<file path="src/verilog/lcto_pkg.sv">
// Purpose: Constants for the lane 0 link-training coefficient override registers.
// Assumes: Registers stand at their printed offsets on a plain register port.
// Notes:   The control and new-word bits live outside this block and arrive as inputs.
package lcto_pkg;
  localparam int unsigned ADDR_W           = 8;
  localparam int unsigned DATA_W           = 32;
  localparam int unsigned COEF_W           = 6;
  localparam int unsigned SWING_W          = 5;
  // Register offsets.
  localparam logic [7:0]  COEF_WORDS_ADDR  = 8'hD4;
  localparam logic [7:0]  RSVD_UPPER_ADDR  = 8'hD5;
  localparam logic [7:0]  SWING_OVRD_ADDR  = 8'hD6;
  // Field positions.
  localparam int unsigned LOCAL_LSB        = 0;
  localparam int unsigned PARTNER_LSB      = 16;
  localparam int unsigned SWING_VAL_LSB    = 0;
  localparam int unsigned SWING_EN_BIT     = 5;
  // Tap subfield positions inside a coefficient word: +1, 0, -1.
  localparam int unsigned TAP_PLUS_LSB     = 4;
  localparam int unsigned TAP_ZERO_LSB     = 2;
  localparam int unsigned TAP_MINUS_LSB    = 0;
  localparam int unsigned NUM_TAPS         = 3;
  // Tap request codes.
  localparam logic [1:0]  TAP_HOLD         = 2'h0;
  localparam logic [1:0]  TAP_INC          = 2'h1;
  localparam logic [1:0]  TAP_DEC          = 2'h2;
  localparam logic [1:0]  TAP_RSVD         = 2'h3;
  // Reset values.
  localparam logic [5:0]  COEF_RST         = 6'h00;
  localparam logic [31:0] RDATA_ZERO       = 32'h0000_0000;
endpackage : lcto_pkg

</file>
<file path="src/verilog/lcto_coef_field.sv">
// Purpose: One six-bit coefficient field that mirrors hardware or holds a software word.
// Assumes: sw_ok selects which source owns the field.
// Notes:   While software owns the field the mirror is frozen, so a write is never overrun.
`timescale 1ns/10ps
module lcto_coef_field
  import lcto_pkg::*;
(
  input  wire logic              mclk,
  input  wire logic              arst_n,
  input  wire logic              hw_load,
  input  wire logic [COEF_W-1:0] hw_data,
  input  wire logic              sw_ok,
  input  wire logic              sw_wr,
  input  wire logic [COEF_W-1:0] sw_data,
  output logic      [COEF_W-1:0] field_r
);
  logic [COEF_W-1:0] field_nxt;

  // Software writes only land while the field is writable; otherwise hardware feeds it.
  always_comb begin
    field_nxt = field_r;
    if (sw_ok) begin
      if (sw_wr) begin
        field_nxt = sw_data;
      end
    end else if (hw_load) begin
      field_nxt = hw_data;
    end
  end

  always_ff @(posedge mclk or negedge arst_n) begin
    if (!arst_n) begin
      field_r <= COEF_RST;
    end else begin
      field_r <= field_nxt;
    end
  end
endmodule : lcto_coef_field

</file>
<file path="src/verilog/lcto_regs.sv">
// Purpose: Lane 0 coefficient update registers and maximum-swing override.
// Assumes: Control bits (training enable, override enables, new-word bits) are inputs.
// Notes:   Read data stands one cycle after the read strobe and only then.
//
// Chosen here: the address-and-strobe port.
`timescale 1ns/10ps
module lcto_regs
  import lcto_pkg::*;
#(
  parameter bit               SIM_BUILD          = 1'b0,
  parameter logic [4:0]       SWING_OVRD_SIM_RST = 5'h00,
  parameter logic [4:0]       MAX_SWING_RULE     = 5'h00,
  parameter logic [4:0]       PRESET_MAIN_TAP    = 5'h00
)(
  input  wire logic              mclk,
  input  wire logic              arst_n,
  input  wire logic [ADDR_W-1:0] reg_addr,
  input  wire logic [DATA_W-1:0] reg_wdata,
  input  wire logic              reg_wr,
  input  wire logic              reg_rd,
  output logic      [DATA_W-1:0] reg_rdata,
  input  wire logic              training_en,
  input  wire logic              partner_coef_takeover_en,
  input  wire logic              local_rx_takeover_en,
  input  wire logic              local_new_word,
  input  wire logic              partner_new_word,
  input  wire logic [COEF_W-1:0] lt_tx_coef,
  input  wire logic [COEF_W-1:0] lt_rx_coef,
  input  wire logic              lt_rx_valid,
  output logic                   tx_coef_send_r,
  output logic      [COEF_W-1:0] tx_coef_word_r,
  output logic      [NUM_TAPS-1:0] tx_tap_inc_r,
  output logic      [NUM_TAPS-1:0] tx_tap_dec_r,
  output logic                   eq_coef_apply_r,
  output logic      [COEF_W-1:0] eq_coef_word_r,
  output logic      [SWING_W-1:0] max_swing_eff_r,
  output logic      [SWING_W-1:0] preset_main_eff_r
);
  localparam logic SWING_EN_RST = SIM_BUILD;

  logic [COEF_W-1:0]  local_coef_request_word;
  logic [COEF_W-1:0]  partner_coef_request_word;
  logic [SWING_W-1:0] swing_limit_override_value_r;
  logic               swing_limit_override_en_r;
  logic               wr_coef;
  logic               wr_swing;
  logic               send_ok;
  logic [DATA_W-1:0]  rdata_nxt;
  logic [NUM_TAPS-1:0] inc_nxt;
  logic [NUM_TAPS-1:0] dec_nxt;

  assign wr_coef  = reg_wr && (reg_addr == COEF_WORDS_ADDR);
  assign wr_swing = reg_wr && (reg_addr == SWING_OVRD_ADDR);

  // Local field mirrors the outgoing frame word until software takes it over.
  lcto_coef_field u_local (
    .mclk    (mclk),
    .arst_n  (arst_n),
    .hw_load (1'b1),
    .hw_data (lt_tx_coef),
    .sw_ok   (partner_coef_takeover_en),
    .sw_wr   (wr_coef),
    .sw_data (reg_wdata[LOCAL_LSB +: COEF_W]),
    .field_r (local_coef_request_word)
  );

  // Partner field tracks received frames while training runs, software owns it otherwise.
  lcto_coef_field u_partner (
    .mclk    (mclk),
    .arst_n  (arst_n),
    .hw_load (lt_rx_valid),
    .hw_data (lt_rx_coef),
    .sw_ok   (!training_en),
    .sw_wr   (wr_coef),
    .sw_data (reg_wdata[PARTNER_LSB +: COEF_W]),
    .field_r (partner_coef_request_word)
  );

  // Swing override register; enable resets by build flavour.
  always_ff @(posedge mclk or negedge arst_n) begin
    if (!arst_n) begin
      swing_limit_override_value_r <= SIM_BUILD ? SWING_OVRD_SIM_RST : 5'h00;
      swing_limit_override_en_r    <= SWING_EN_RST;
    end else if (wr_swing) begin
      swing_limit_override_value_r <= reg_wdata[SWING_VAL_LSB +: SWING_W];
      swing_limit_override_en_r    <= reg_wdata[SWING_EN_BIT];
    end
  end

  // Effective limits for this lane's transmitter; software keeps the value above initial main.
  always_ff @(posedge mclk or negedge arst_n) begin
    if (!arst_n) begin
      max_swing_eff_r   <= MAX_SWING_RULE;
      preset_main_eff_r <= PRESET_MAIN_TAP;
    end else begin
      max_swing_eff_r   <= swing_limit_override_en_r ? swing_limit_override_value_r
                                                     : MAX_SWING_RULE;
      preset_main_eff_r <= swing_limit_override_en_r ? swing_limit_override_value_r
                                                     : PRESET_MAIN_TAP;
    end
  end

  // A software local word is sent only on a new-word pulse under takeover.
  assign send_ok = partner_coef_takeover_en && local_new_word;

  // Split the outgoing word into per-tap increment and decrement requests.
  always_comb begin
    inc_nxt = '0;
    dec_nxt = '0;
    for (int t = 0; t < NUM_TAPS; t++) begin
      case (local_coef_request_word[2*t +: 2])
        TAP_INC:  inc_nxt[t] = 1'b1;
        TAP_DEC:  dec_nxt[t] = 1'b1;
        default:  ;                                                            // Hold, reserved.
      endcase
    end
  end

  always_ff @(posedge mclk or negedge arst_n) begin
    if (!arst_n) begin
      tx_coef_send_r <= 1'b0;
      tx_coef_word_r <= COEF_RST;
      tx_tap_inc_r   <= '0;
      tx_tap_dec_r   <= '0;
    end else begin
      tx_coef_send_r <= send_ok;
      tx_coef_word_r <= local_coef_request_word;
      tx_tap_inc_r   <= inc_nxt;
      tx_tap_dec_r   <= dec_nxt;
    end
  end

  // Written partner word drives the local equalizer only on its own enable and pulse.
  always_ff @(posedge mclk or negedge arst_n) begin
    if (!arst_n) begin
      eq_coef_apply_r <= 1'b0;
      eq_coef_word_r  <= COEF_RST;
    end else begin
      eq_coef_apply_r <= local_rx_takeover_en && partner_new_word;
      if (local_rx_takeover_en && partner_new_word) begin
        eq_coef_word_r <= partner_coef_request_word;
      end
    end
  end

  // Read mux; unmapped and reserved offsets read zero.
  always_comb begin
    rdata_nxt = RDATA_ZERO;
    case (reg_addr)
      COEF_WORDS_ADDR: begin
        rdata_nxt[LOCAL_LSB +: COEF_W]   = local_coef_request_word;
        rdata_nxt[PARTNER_LSB +: COEF_W] = partner_coef_request_word;
      end
      SWING_OVRD_ADDR: begin
        rdata_nxt[SWING_VAL_LSB +: SWING_W] = swing_limit_override_value_r;
        rdata_nxt[SWING_EN_BIT]             = swing_limit_override_en_r;
      end
      default: rdata_nxt = RDATA_ZERO;
    endcase
  end

  // Data stands only in the cycle after the strobe, zero otherwise.
  always_ff @(posedge mclk or negedge arst_n) begin
    if (!arst_n) begin
      reg_rdata <= RDATA_ZERO;
    end else begin
      reg_rdata <= reg_rd ? rdata_nxt : RDATA_ZERO;
    end
  end
endmodule : lcto_regs

</file>
<file path="config.mk">
export PLATFORM = sky130hd
export DESIGN_NAME = lcto_regs
export DESIGN_NICKNAME = d
export VERILOG_FILES = /design/src/verilog/lcto_pkg.sv /design/src/verilog/lcto_coef_field.sv /design/src/verilog/lcto_regs.sv
export SDC_FILE = /design/constraint.sdc
export NUM_CORES = 1
export LEC_CHECK = 0
export BUFFER_PORTS_ARGS = -buffer_cell sky130_fd_sc_hd__buf_2
export CORE_UTILIZATION = 50
export CTS_BUF_LIST = sky130_fd_sc_hd__clkbuf_4
export CTS_CLUSTER_SIZE = 14
export DETAILED_ROUTE_END_ITERATION = 7
export PLACE_DENSITY = 0.87
export SETUP_SLACK_MARGIN = 0.1
export SKIP_LAST_GASP = 1
export SYNTH_ARGS = -nofsm -noshare
export SYNTH_HDL_FRONTEND = slang
export SYNTH_HIERARCHICAL = 1
export SYNTH_SLANG_ARGS = --single-unit
</file>
<file path="constraint.sdc">
create_clock -name mclk -period 1.95 [get_ports mclk]
set_input_delay 0.585 -clock mclk [delete_from_list [all_inputs] [get_ports mclk]]
set_output_delay 0.585 -clock mclk [all_outputs]
set_load 0.01 [all_outputs]
</file>
* Word-level counts from Yosys, hierarchy flattened
Cells that the tools add are included.
Word-level totals: register bits 65, latch bits 0, memory bits (writable) 0, bits in read-only memories 0, input port bits 62, word-level logic and storage cells 43, memories kept 0
Cells by class: add/subtract/negate cells 0, multipliers 0, div/mod/pow operators 0, order comparisons 0, equality and inequality tests 10, shifts and indexed selects 0, muxes and demuxes 15, bitwise logic cells 0, reduce and logical (&&, ||, !) cells 6
Operator list (number):
- 6-bit two-way mux | 6
- 22-bit two-way mux | 1
- 8-bit equality test (second input constant) | 2
- 6-bit one-hot mux with 2 select lines | 1
- 2-bit by 1-bit equality test with 1-bit output (second input constant) | 3
- 2-bit equality test (second input constant) | 3
- 1-bit two-way mux | 6
- 5-bit two-way mux | 1
- 1-bit logical AND | 4
- 2-bit by 1-bit inequality test with 1-bit output (second input constant) | 2
- 2-bit AND reduction | 1
- 2-bit nonzero test | 1

* Logic depth before layout (Yosys ltp)
Gate-level depths: netlist of run 1.
depth after elaboration 4, mapped depth 6

* Cells and area by module
Netlist of run 1, hierarchy kept.
By module, submodules not included:
- lcto_regs | times used 1, cells each 128, area an instance 1705.4 µm², seq. area each 1076.0 µm²
- lcto_coef_field | times used 2, cells each 27, area an instance 357.8 µm², seq. area each 150.1 µm²

* Least setup slack after synthesis of run 1
OpenSTA, ideal clock, no wires.
kind input to register, start input port reg_addr[0], end register swing_limit_override_en_r, library setup time 125 ps, arrival 1617 ps, data required time 1825 ps, slack 208 ps, stages on the path 3, path buffers 0, cells stage by stage or3b_4 -> nor3_4 -> mux2_2
On the way: word-level cells in the longest chain between the ends 2
RTL lines:
- start: declaration | line lcto_regs.sv:17 | input wire logic [ADDR_W-1:0] reg_addr,
- 8-bit equality test | line lcto_regs.sv:53 | assign wr_swing = reg_wr && (reg_addr == SWING_OVRD_ADDR);
- 1-bit logical AND | line lcto_regs.sv:53
- end signal: assignment | line lcto_regs.sv:86 | swing_limit_override_en_r <= reg_wdata[SWING_EN_BIT];
- end: declaration | line lcto_regs.sv:44 | logic swing_limit_override_en_r;
No other way between the ends. A chain may end at the register's enable or synchronous reset.

* Worst setup path after layout of run 1
start input port reg_addr[0], end register swing_limit_override_value_r[3]
On the way: word-level cells in the longest chain between the ends 2
RTL lines:
- 8-bit equality test | line lcto_regs.sv:53
- 1-bit logical AND | line lcto_regs.sv:53
- end signal: assignment | line lcto_regs.sv:82 | swing_limit_override_value_r <= SIM_BUILD ? SWING_OVRD_SIM_RST : 5'h00;
- end signal: assignment | line lcto_regs.sv:85 | swing_limit_override_value_r <= reg_wdata[SWING_VAL_LSB +: SWING_W];
- end: declaration | line lcto_regs.sv:43 | logic [SWING_W-1:0] swing_limit_override_value_r;
No other way between the ends.

==> results.sh, run 1 <==
export IMPL_worstSetupPathType="in2reg"
export IMPL_die_h_um=71.6
export IMPL_seq_area_um2=1380
export IMPL_die_w_um=71.6
export IMPL_drt_iter0_drc=22
export IMPL_synth_edf_count=0
export IMPL_r2r_slack_ps=1090
export IMPL_multi_input_area_um2=857
export IMPL_hp_class="in2async"
export IMPL_vdd_ir_drop_worst_mv=0.448
export IMPL_grt_max_degree=56
export IMPL_hold_viol_final=0
export IMPL_diodes=0
export IMPL_ys_types=22
export IMPL_dr_pass1_iters=4
export IMPL_nFillCells=380
export IMPL_grt_pass1_wl_mm=7.15
export IMPL_slew_violations=0
export IMPL_clk_pin_slew_ps=150
export IMPL_synth_adder_area_share_pct=0
export IMPL_critical_path_slowest_cell="or3b_4"
export IMPL_p_leak_nw=1.57
export IMPL_cts_buffers=5
export IMPL_drive_gt1_share_pct=41.0
export IMPL_regToRegStartpoint="swing_limit_override_en_r"
export IMPL_cts_repair_resized=0
export IMPL_nets=327
export IMPL_port_buffers=83
export IMPL_grt_overflow=0
export IMPL_core_area_um2=4500
export IMPL_p_clk_share_pct=20.6
export IMPL_routedWlPerCell_um=14.2
export IMPL_design_area_um2=2850
export IMPL_layout_common_cells="83 x buf_2, 55 x dfrtp_1, 42 x mux2i_1"
export IMPL_grt_use_total_pct=18.6
export IMPL_synth_xor_area_share_pct=0
export IMPL_synth_compound_area_share_pct=0
export IMPL_clockBufferDepth=2
export IMPL_finalSetupViolCount=0
export IMPL_drt_drc_violations_left=0
export IMPL_outcome="finished clean"
export IMPL_muxShareOfSynthArea_pct=22.9
export IMPL_layout_commonest_cell="buf_2"
export IMPL_fmax_mhz=652
export IMPL_synth_simple_gate_area_share_pct=9.20
export IMPL_rsz0062_at_grt="no"
export IMPL_switchingPower_w=0.000631
export IMPL_postRouteAntennaNets=0
export IMPL_maxCapViolations=0
export IMPL_synthCells=182
export IMPL_clk_latency_ps=360
export IMPL_comb_power_share_pct=18.6
export IMPL_cts_tree="built"
export IMPL_initial_core_util_pct=53.8
export IMPL_crit_fanout=6
export IMPL_synth_ff_latch_count=55
export IMPL_grt_pass1_vias=1530
export IMPL_syn_to_final_growth_pct=17.6
export IMPL_dp_hpwl_mm=3.27
export IMPL_synth_top_family_by_area="multiplexers"
export IMPL_finalCriticalPeriod_ps=1530
export IMPL_die_area_um2=5120
export IMPL_yosys_most_used_dff="dfrtp_1"
export IMPL_arrival_ps=1790
export IMPL_crit_path_cell_trace="buf_2 -> or3b_4 -> nor3_4 -> buf_12 -> mux2_2"
export IMPL_ys_warn_count=6
export IMPL_internal_power_w=0.00164
export IMPL_finalWirelength_mm=4.53
export IMPL_min_period_over_period_pct=78.7
export IMPL_cp_required_ps=2210
export IMPL_finalClockSkew_ps=13.6
export IMPL_cts_setup_buffers=0
export IMPL_antenna_found_initial=0
export IMPL_pwr_share_seq_pct=60.7
export IMPL_sw_frac_of_total_pct=27.8
export IMPL_finalSetupTns_ps=0
export IMPL_pin_count=124
export IMPL_critPathMaxStageDelay_ps=420
export IMPL_r2r_end="swing_limit_override_en_r"
export IMPL_fp_row_count=24
export IMPL_place_area_um2=2800
export IMPL_synthArstFlopShare_pct=100
export IMPL_postSynthAreaPerCell_um2=13.3
export IMPL_synth_top_area_share_pct=56.8
export IMPL_place_gp_congestion=0.768
export IMPL_vias=1562
export IMPL_cts_sinks=55
export IMPL_ys_top_cells_by_area="dfrtp_1 57%, mux2i_1 17%, buf_4 7.8%"
export IMPL_holdWs_ps=185
export IMPL_startpoint_type="input pin"
export IMPL_yosysSeqAreaShare_pct=56.8
export IMPL_cts_htree_levels=2
export IMPL_finalPower_w=0.00227
export IMPL_powerDensity_nw_per_um2=796
export IMPL_r2r_cells=1
export IMPL_hold_buffers=0
export IMPL_viasPerCell=4.91
export IMPL_syn_area_um2=2420
export IMPL_yosysTopAreaCell="dfrtp_1"
export IMPL_path_buf_inv=2
export IMPL_end_kind="flop"
export IMPL_cts_root_buf="clkbuf_4"
export IMPL_critPathTopFamily="simple AND/OR/NAND/NOR gates"
## routing by layer
metal | wire, um | GRT usage [%]
met2 | 2230 | 31.2
met1 | 1990 | 24.2
met3 | 190 | 2.67
met4 | 118 | 8.71
met5 | 0 | 0
## cell families after synthesis
kind of cell	after synthesis
buf+inv	35
simple gates	36
flops	55
mux	54
other cells	2
## power groups by stage
stage | sequential (W) | clock (W) | combinational [W]
floorplan | 0.00143 | 0 | 0.000225
global placement | 0.00139 | 0 | 0.000408
detailed placement | 0.00140 | 0 | 0.000423
CTS | 0.00138 | 0.000486 | 0.000425
global route | 0.00140 | 0.000528 | 0.000462
finish | 0.00138 | 0.000468 | 0.000423
## worst max path at each step
| stage | startpoint | end | slack [ps] | cells after the start |
|---|---|---|---|---|
| global placement | reg_addr[0] | swing_limit_override_value_r[2] | 40 | 5 |
| CTS | preset_main_eff_r[2] | preset_main_eff_r[2] | 410 | 1 |
| finish | reg_addr[0] | swing_limit_override_value_r[3] | 420 | 5 |
| global route | reg_addr[0] | u_local/field_r[0] | 300 | 7 |
| detailed placement | reg_addr[0] | swing_limit_override_value_r[3] | 30 | 5 |
| floorplan | reg_addr[0] | swing_limit_override_en_r | 210 | 3 |
## flip-flops by register name, summed over array words and instances (netlist names)
register and flops:
tx_tap_dec_r 3, tx_coef_word_r 6, swing_limit_override_en_r 1, u_partner/field_r 6, u_local/field_r 6, eq_coef_apply_r 1, tx_tap_inc_r 3, eq_coef_word_r 6
preset_main_eff_r 5, reg_rdata 12, swing_limit_override_value_r 5, tx_coef_send_r 1
## cells in the mapped netlist, types with 3 or more instances
master,instances
mux2_2,12
buf_4,25
buf_6,4
nor2b_1,6
inv_1,3
nor2_1,7
dfrtp_1,55
and2_1,11
mux2i_1,42
## through the flow
step                instances  utilization (%)  setup slack, ps
finish                    318             63.2              416
global route              318             63.2              297
global placement          310             62.1             42.1
detailed placement        310             62.1             29.9
floorplan                 201                -              208
CTS                       318             63.2              412
## layout make-up
type | count | share of cell area [%]
tap | 52 | 2.28
inverter | 3 | 0.395
sequential | 55 | 48.3
clock buffer | 6 | 1.58
timing repair buffer | 89 | 17.0
multi-input combinational | 111 | 30.1
clock inverter | 2 | 0.264
Note: power is estimated with default switching activity, not from simulation.
==> run 2, diff against run 1 <==
CORE_UTILIZATION = 47   (was 50)
PLACE_DENSITY = 0.82   (was 0.87)
clock period = 1.5 ns   (was 1.95 ns; I/O delays follow)
==> run 2 against run 1 <==
Compared with the run above: routed wire length decreased by 6.1%; register-to-register slack got worse by 440 ps; sequential power increased by 30%; flip-flop and latch count unchanged; setup slack got worse by 320 ps; global-route usage decreased by 1.9 points; first-iteration DRC count increased by 68%; non-clock buffer count increased by 4; combinational power increased by 30%; largest power group unchanged; highest routed layer unchanged.
==> results.sh, run 2 (synthesis results as in run 1) <==
export IMPL_fp_row_count=25
export IMPL_slew_violations=0
export IMPL_top_register="reg_rdata"
export IMPL_critical_path_slowest_cell="dfrtp_1"
export IMPL_core_area_um2=4850
export IMPL_layout_common_cells="81 x buf_2, 55 x dfrtp_1, 42 x mux2i_1"
export IMPL_die_area_um2=5440
export IMPL_cts_sinks=55
export IMPL_fmax_mhz=712
export IMPL_drt_drc_violations_left=0
export IMPL_cts_setup_buffers=0
export IMPL_initial_core_util_pct=49.9
export IMPL_grt_pass1_vias=1420
export IMPL_grt_overflow=0
export IMPL_grt_max_degree=56
export IMPL_outcome="finished clean"
export IMPL_viasPerCell=4.63
export IMPL_end_kind="primary output"
export IMPL_clk_pin_slew_ps=160
export IMPL_nets=331
export IMPL_die_h_um=73.8
export IMPL_crit_fanout=2
export IMPL_path_buf_inv=1
export IMPL_rsz0062_at_grt="yes"
export IMPL_use_met3_pct=2.61
export IMPL_grt_met1_usage_pct=22.6
export IMPL_drt_iter0_drc=37
export IMPL_finalSetupViolCount=0
export IMPL_dr_pass1_iters=4
export IMPL_maxCapViolations=0
export IMPL_place_gp_congestion=0.734
export IMPL_drive_gt1_share_pct=43.0
export IMPL_cts_htree_levels=2
export IMPL_grt_use_met2_pct=26.8
export IMPL_finalSetupTns_ps=0
export IMPL_final_util_pct=60.3
export IMPL_dp_hpwl_mm=3.22
export IMPL_internal_power_w=0.00213
export IMPL_startpoint_type="flop"
export IMPL_switchingPower_w=0.000861
export IMPL_routedWlPerCell_um=12.6
export IMPL_clockBufferDepth=2
export IMPL_hold_viol_final=0
export IMPL_finalWirelength_mm=4.25
export IMPL_arrival_ps=950
export IMPL_cts_tree="built"
export IMPL_r2r_slack_ps=650
export IMPL_comb_power_share_pct=18.4
export IMPL_r2r_cells=1
export IMPL_grt_busiest_layer="met2"
export IMPL_worstSetupPathType="reg2out"
export IMPL_antenna_found_initial=0
export IMPL_pin_count=124
export IMPL_fin_ws_ps=96.3
export IMPL_vias=1560
export IMPL_p_leak_nw=1.59
export IMPL_grt_pass1_wl_mm=6.71
export IMPL_finalClockSkew_ps=5.45
export IMPL_port_buffers=83
export IMPL_diodes=0
export IMPL_critPathTopFamily="flip-flops"
export IMPL_cp_required_ps=1050
export IMPL_min_period_over_period_pct=93.6
export IMPL_syn_to_final_growth_pct=20.8
export IMPL_postRouteAntennaNets=0
export IMPL_regToRegStartpoint="swing_limit_override_en_r"
export IMPL_layout_commonest_cell="buf_2"
export IMPL_design_area_um2=2930
export IMPL_vdd_ir_drop_worst_mv=0.453
export IMPL_r2r_end="swing_limit_override_en_r"
export IMPL_finalCriticalPeriod_ps=1400
export IMPL_hp_class="in2async"
export IMPL_place_area_um2=2850
export IMPL_pwr_share_seq_pct=59.6
export IMPL_clk_latency_ps=370
export IMPL_cts_buffers=5
export IMPL_grt_use_total_pct=16.7
export IMPL_critPathMaxStageDelay_ps=430
export IMPL_crit_path_cell_trace="buf_2"
export IMPL_powerDensity_nw_per_um2=1020
export IMPL_largest_reg_flops=12
export IMPL_cts_root_buf="clkbuf_4"
export IMPL_pre_cts_slack_ps=-235
export IMPL_die_w_um=73.8
export IMPL_sw_frac_of_total_pct=28.8
export IMPL_p_clk_share_pct=21.9
## run 2: cell count changes in the layout (fill, tap and decap cells not counted), sizes merged
cell and change:
inv +1, clkbuf -1, buf +4
## run 2: layout make-up
class | count | area (um^2)
Inverter | 3 | 11.3
Fill cell | 389 | 1920
Clock inverter | 3 | 23.8
Tap cell | 67 | 83.8
Multi-Input combinational cell | 111 | 865
Timing Repair Buffer | 93 | 528
Clock buffer | 5 | 37.5
Sequential cell | 55 | 1380
## run 2: worst max-delay path by stage
stage / from / endpoint / slack, ps / depth (start not counted)
after floorplan: reg_addr[0] / swing_limit_override_en_r / -60 / 3
after global placement: reg_addr[0] / swing_limit_override_en_r / -210 / 5
after detailed placement: reg_addr[0] / swing_limit_override_value_r[4] / -230 / 5
after CTS: preset_main_eff_r[4] / preset_main_eff_r[4] / 70 / 1
after global routing: preset_main_eff_r[4] / preset_main_eff_r[4] / 50 / 1
final: preset_main_eff_r[4] / preset_main_eff_r[4] / 100 / 1
## run 2: repair_timing
item / CTS / global route
hold buffers: 0 / 0
pin swaps: 0 / 0
setup endpoints to repair: 2 / 15
gates resized for setup: 0 / 2
gates cloned: 0 / 0
## run 2: power groups by stage
stage,logic [W],clock network (W),registers [W]
after global placement,0.000541,0,0.00181
after floorplan,0.000293,0,0.00185
after detailed placement,0.000557,0,0.00182
final,0.000551,0.000657,0.00179
after CTS,0.000560,0.000683,0.00179
after global routing,0.000612,0.000734,0.00182
## run 2: through the flow
stage / hold WS (ps) / power, W / instances
after floorplan: 154 / 0.00215 / 201
after global placement: 465 / 0.00235 / 329
after detailed placement: 463 / 0.00238 / 329
after CTS: 31.5 / 0.00303 / 337
after global routing: 28.3 / 0.00316 / 337
final: 25.7 / 0.00300 / 337
## run 2: per-layer routing
| layer | routed length [um] | vias to the layer above |
|---|---|---|
| met5 | 0 | - |
| met4 | 74 | 0 |
| met3 | 169 | 7 |
| met2 | 2160 | 61 |
| met1 | 1850 | 752 |
| li1 | - | 740 |
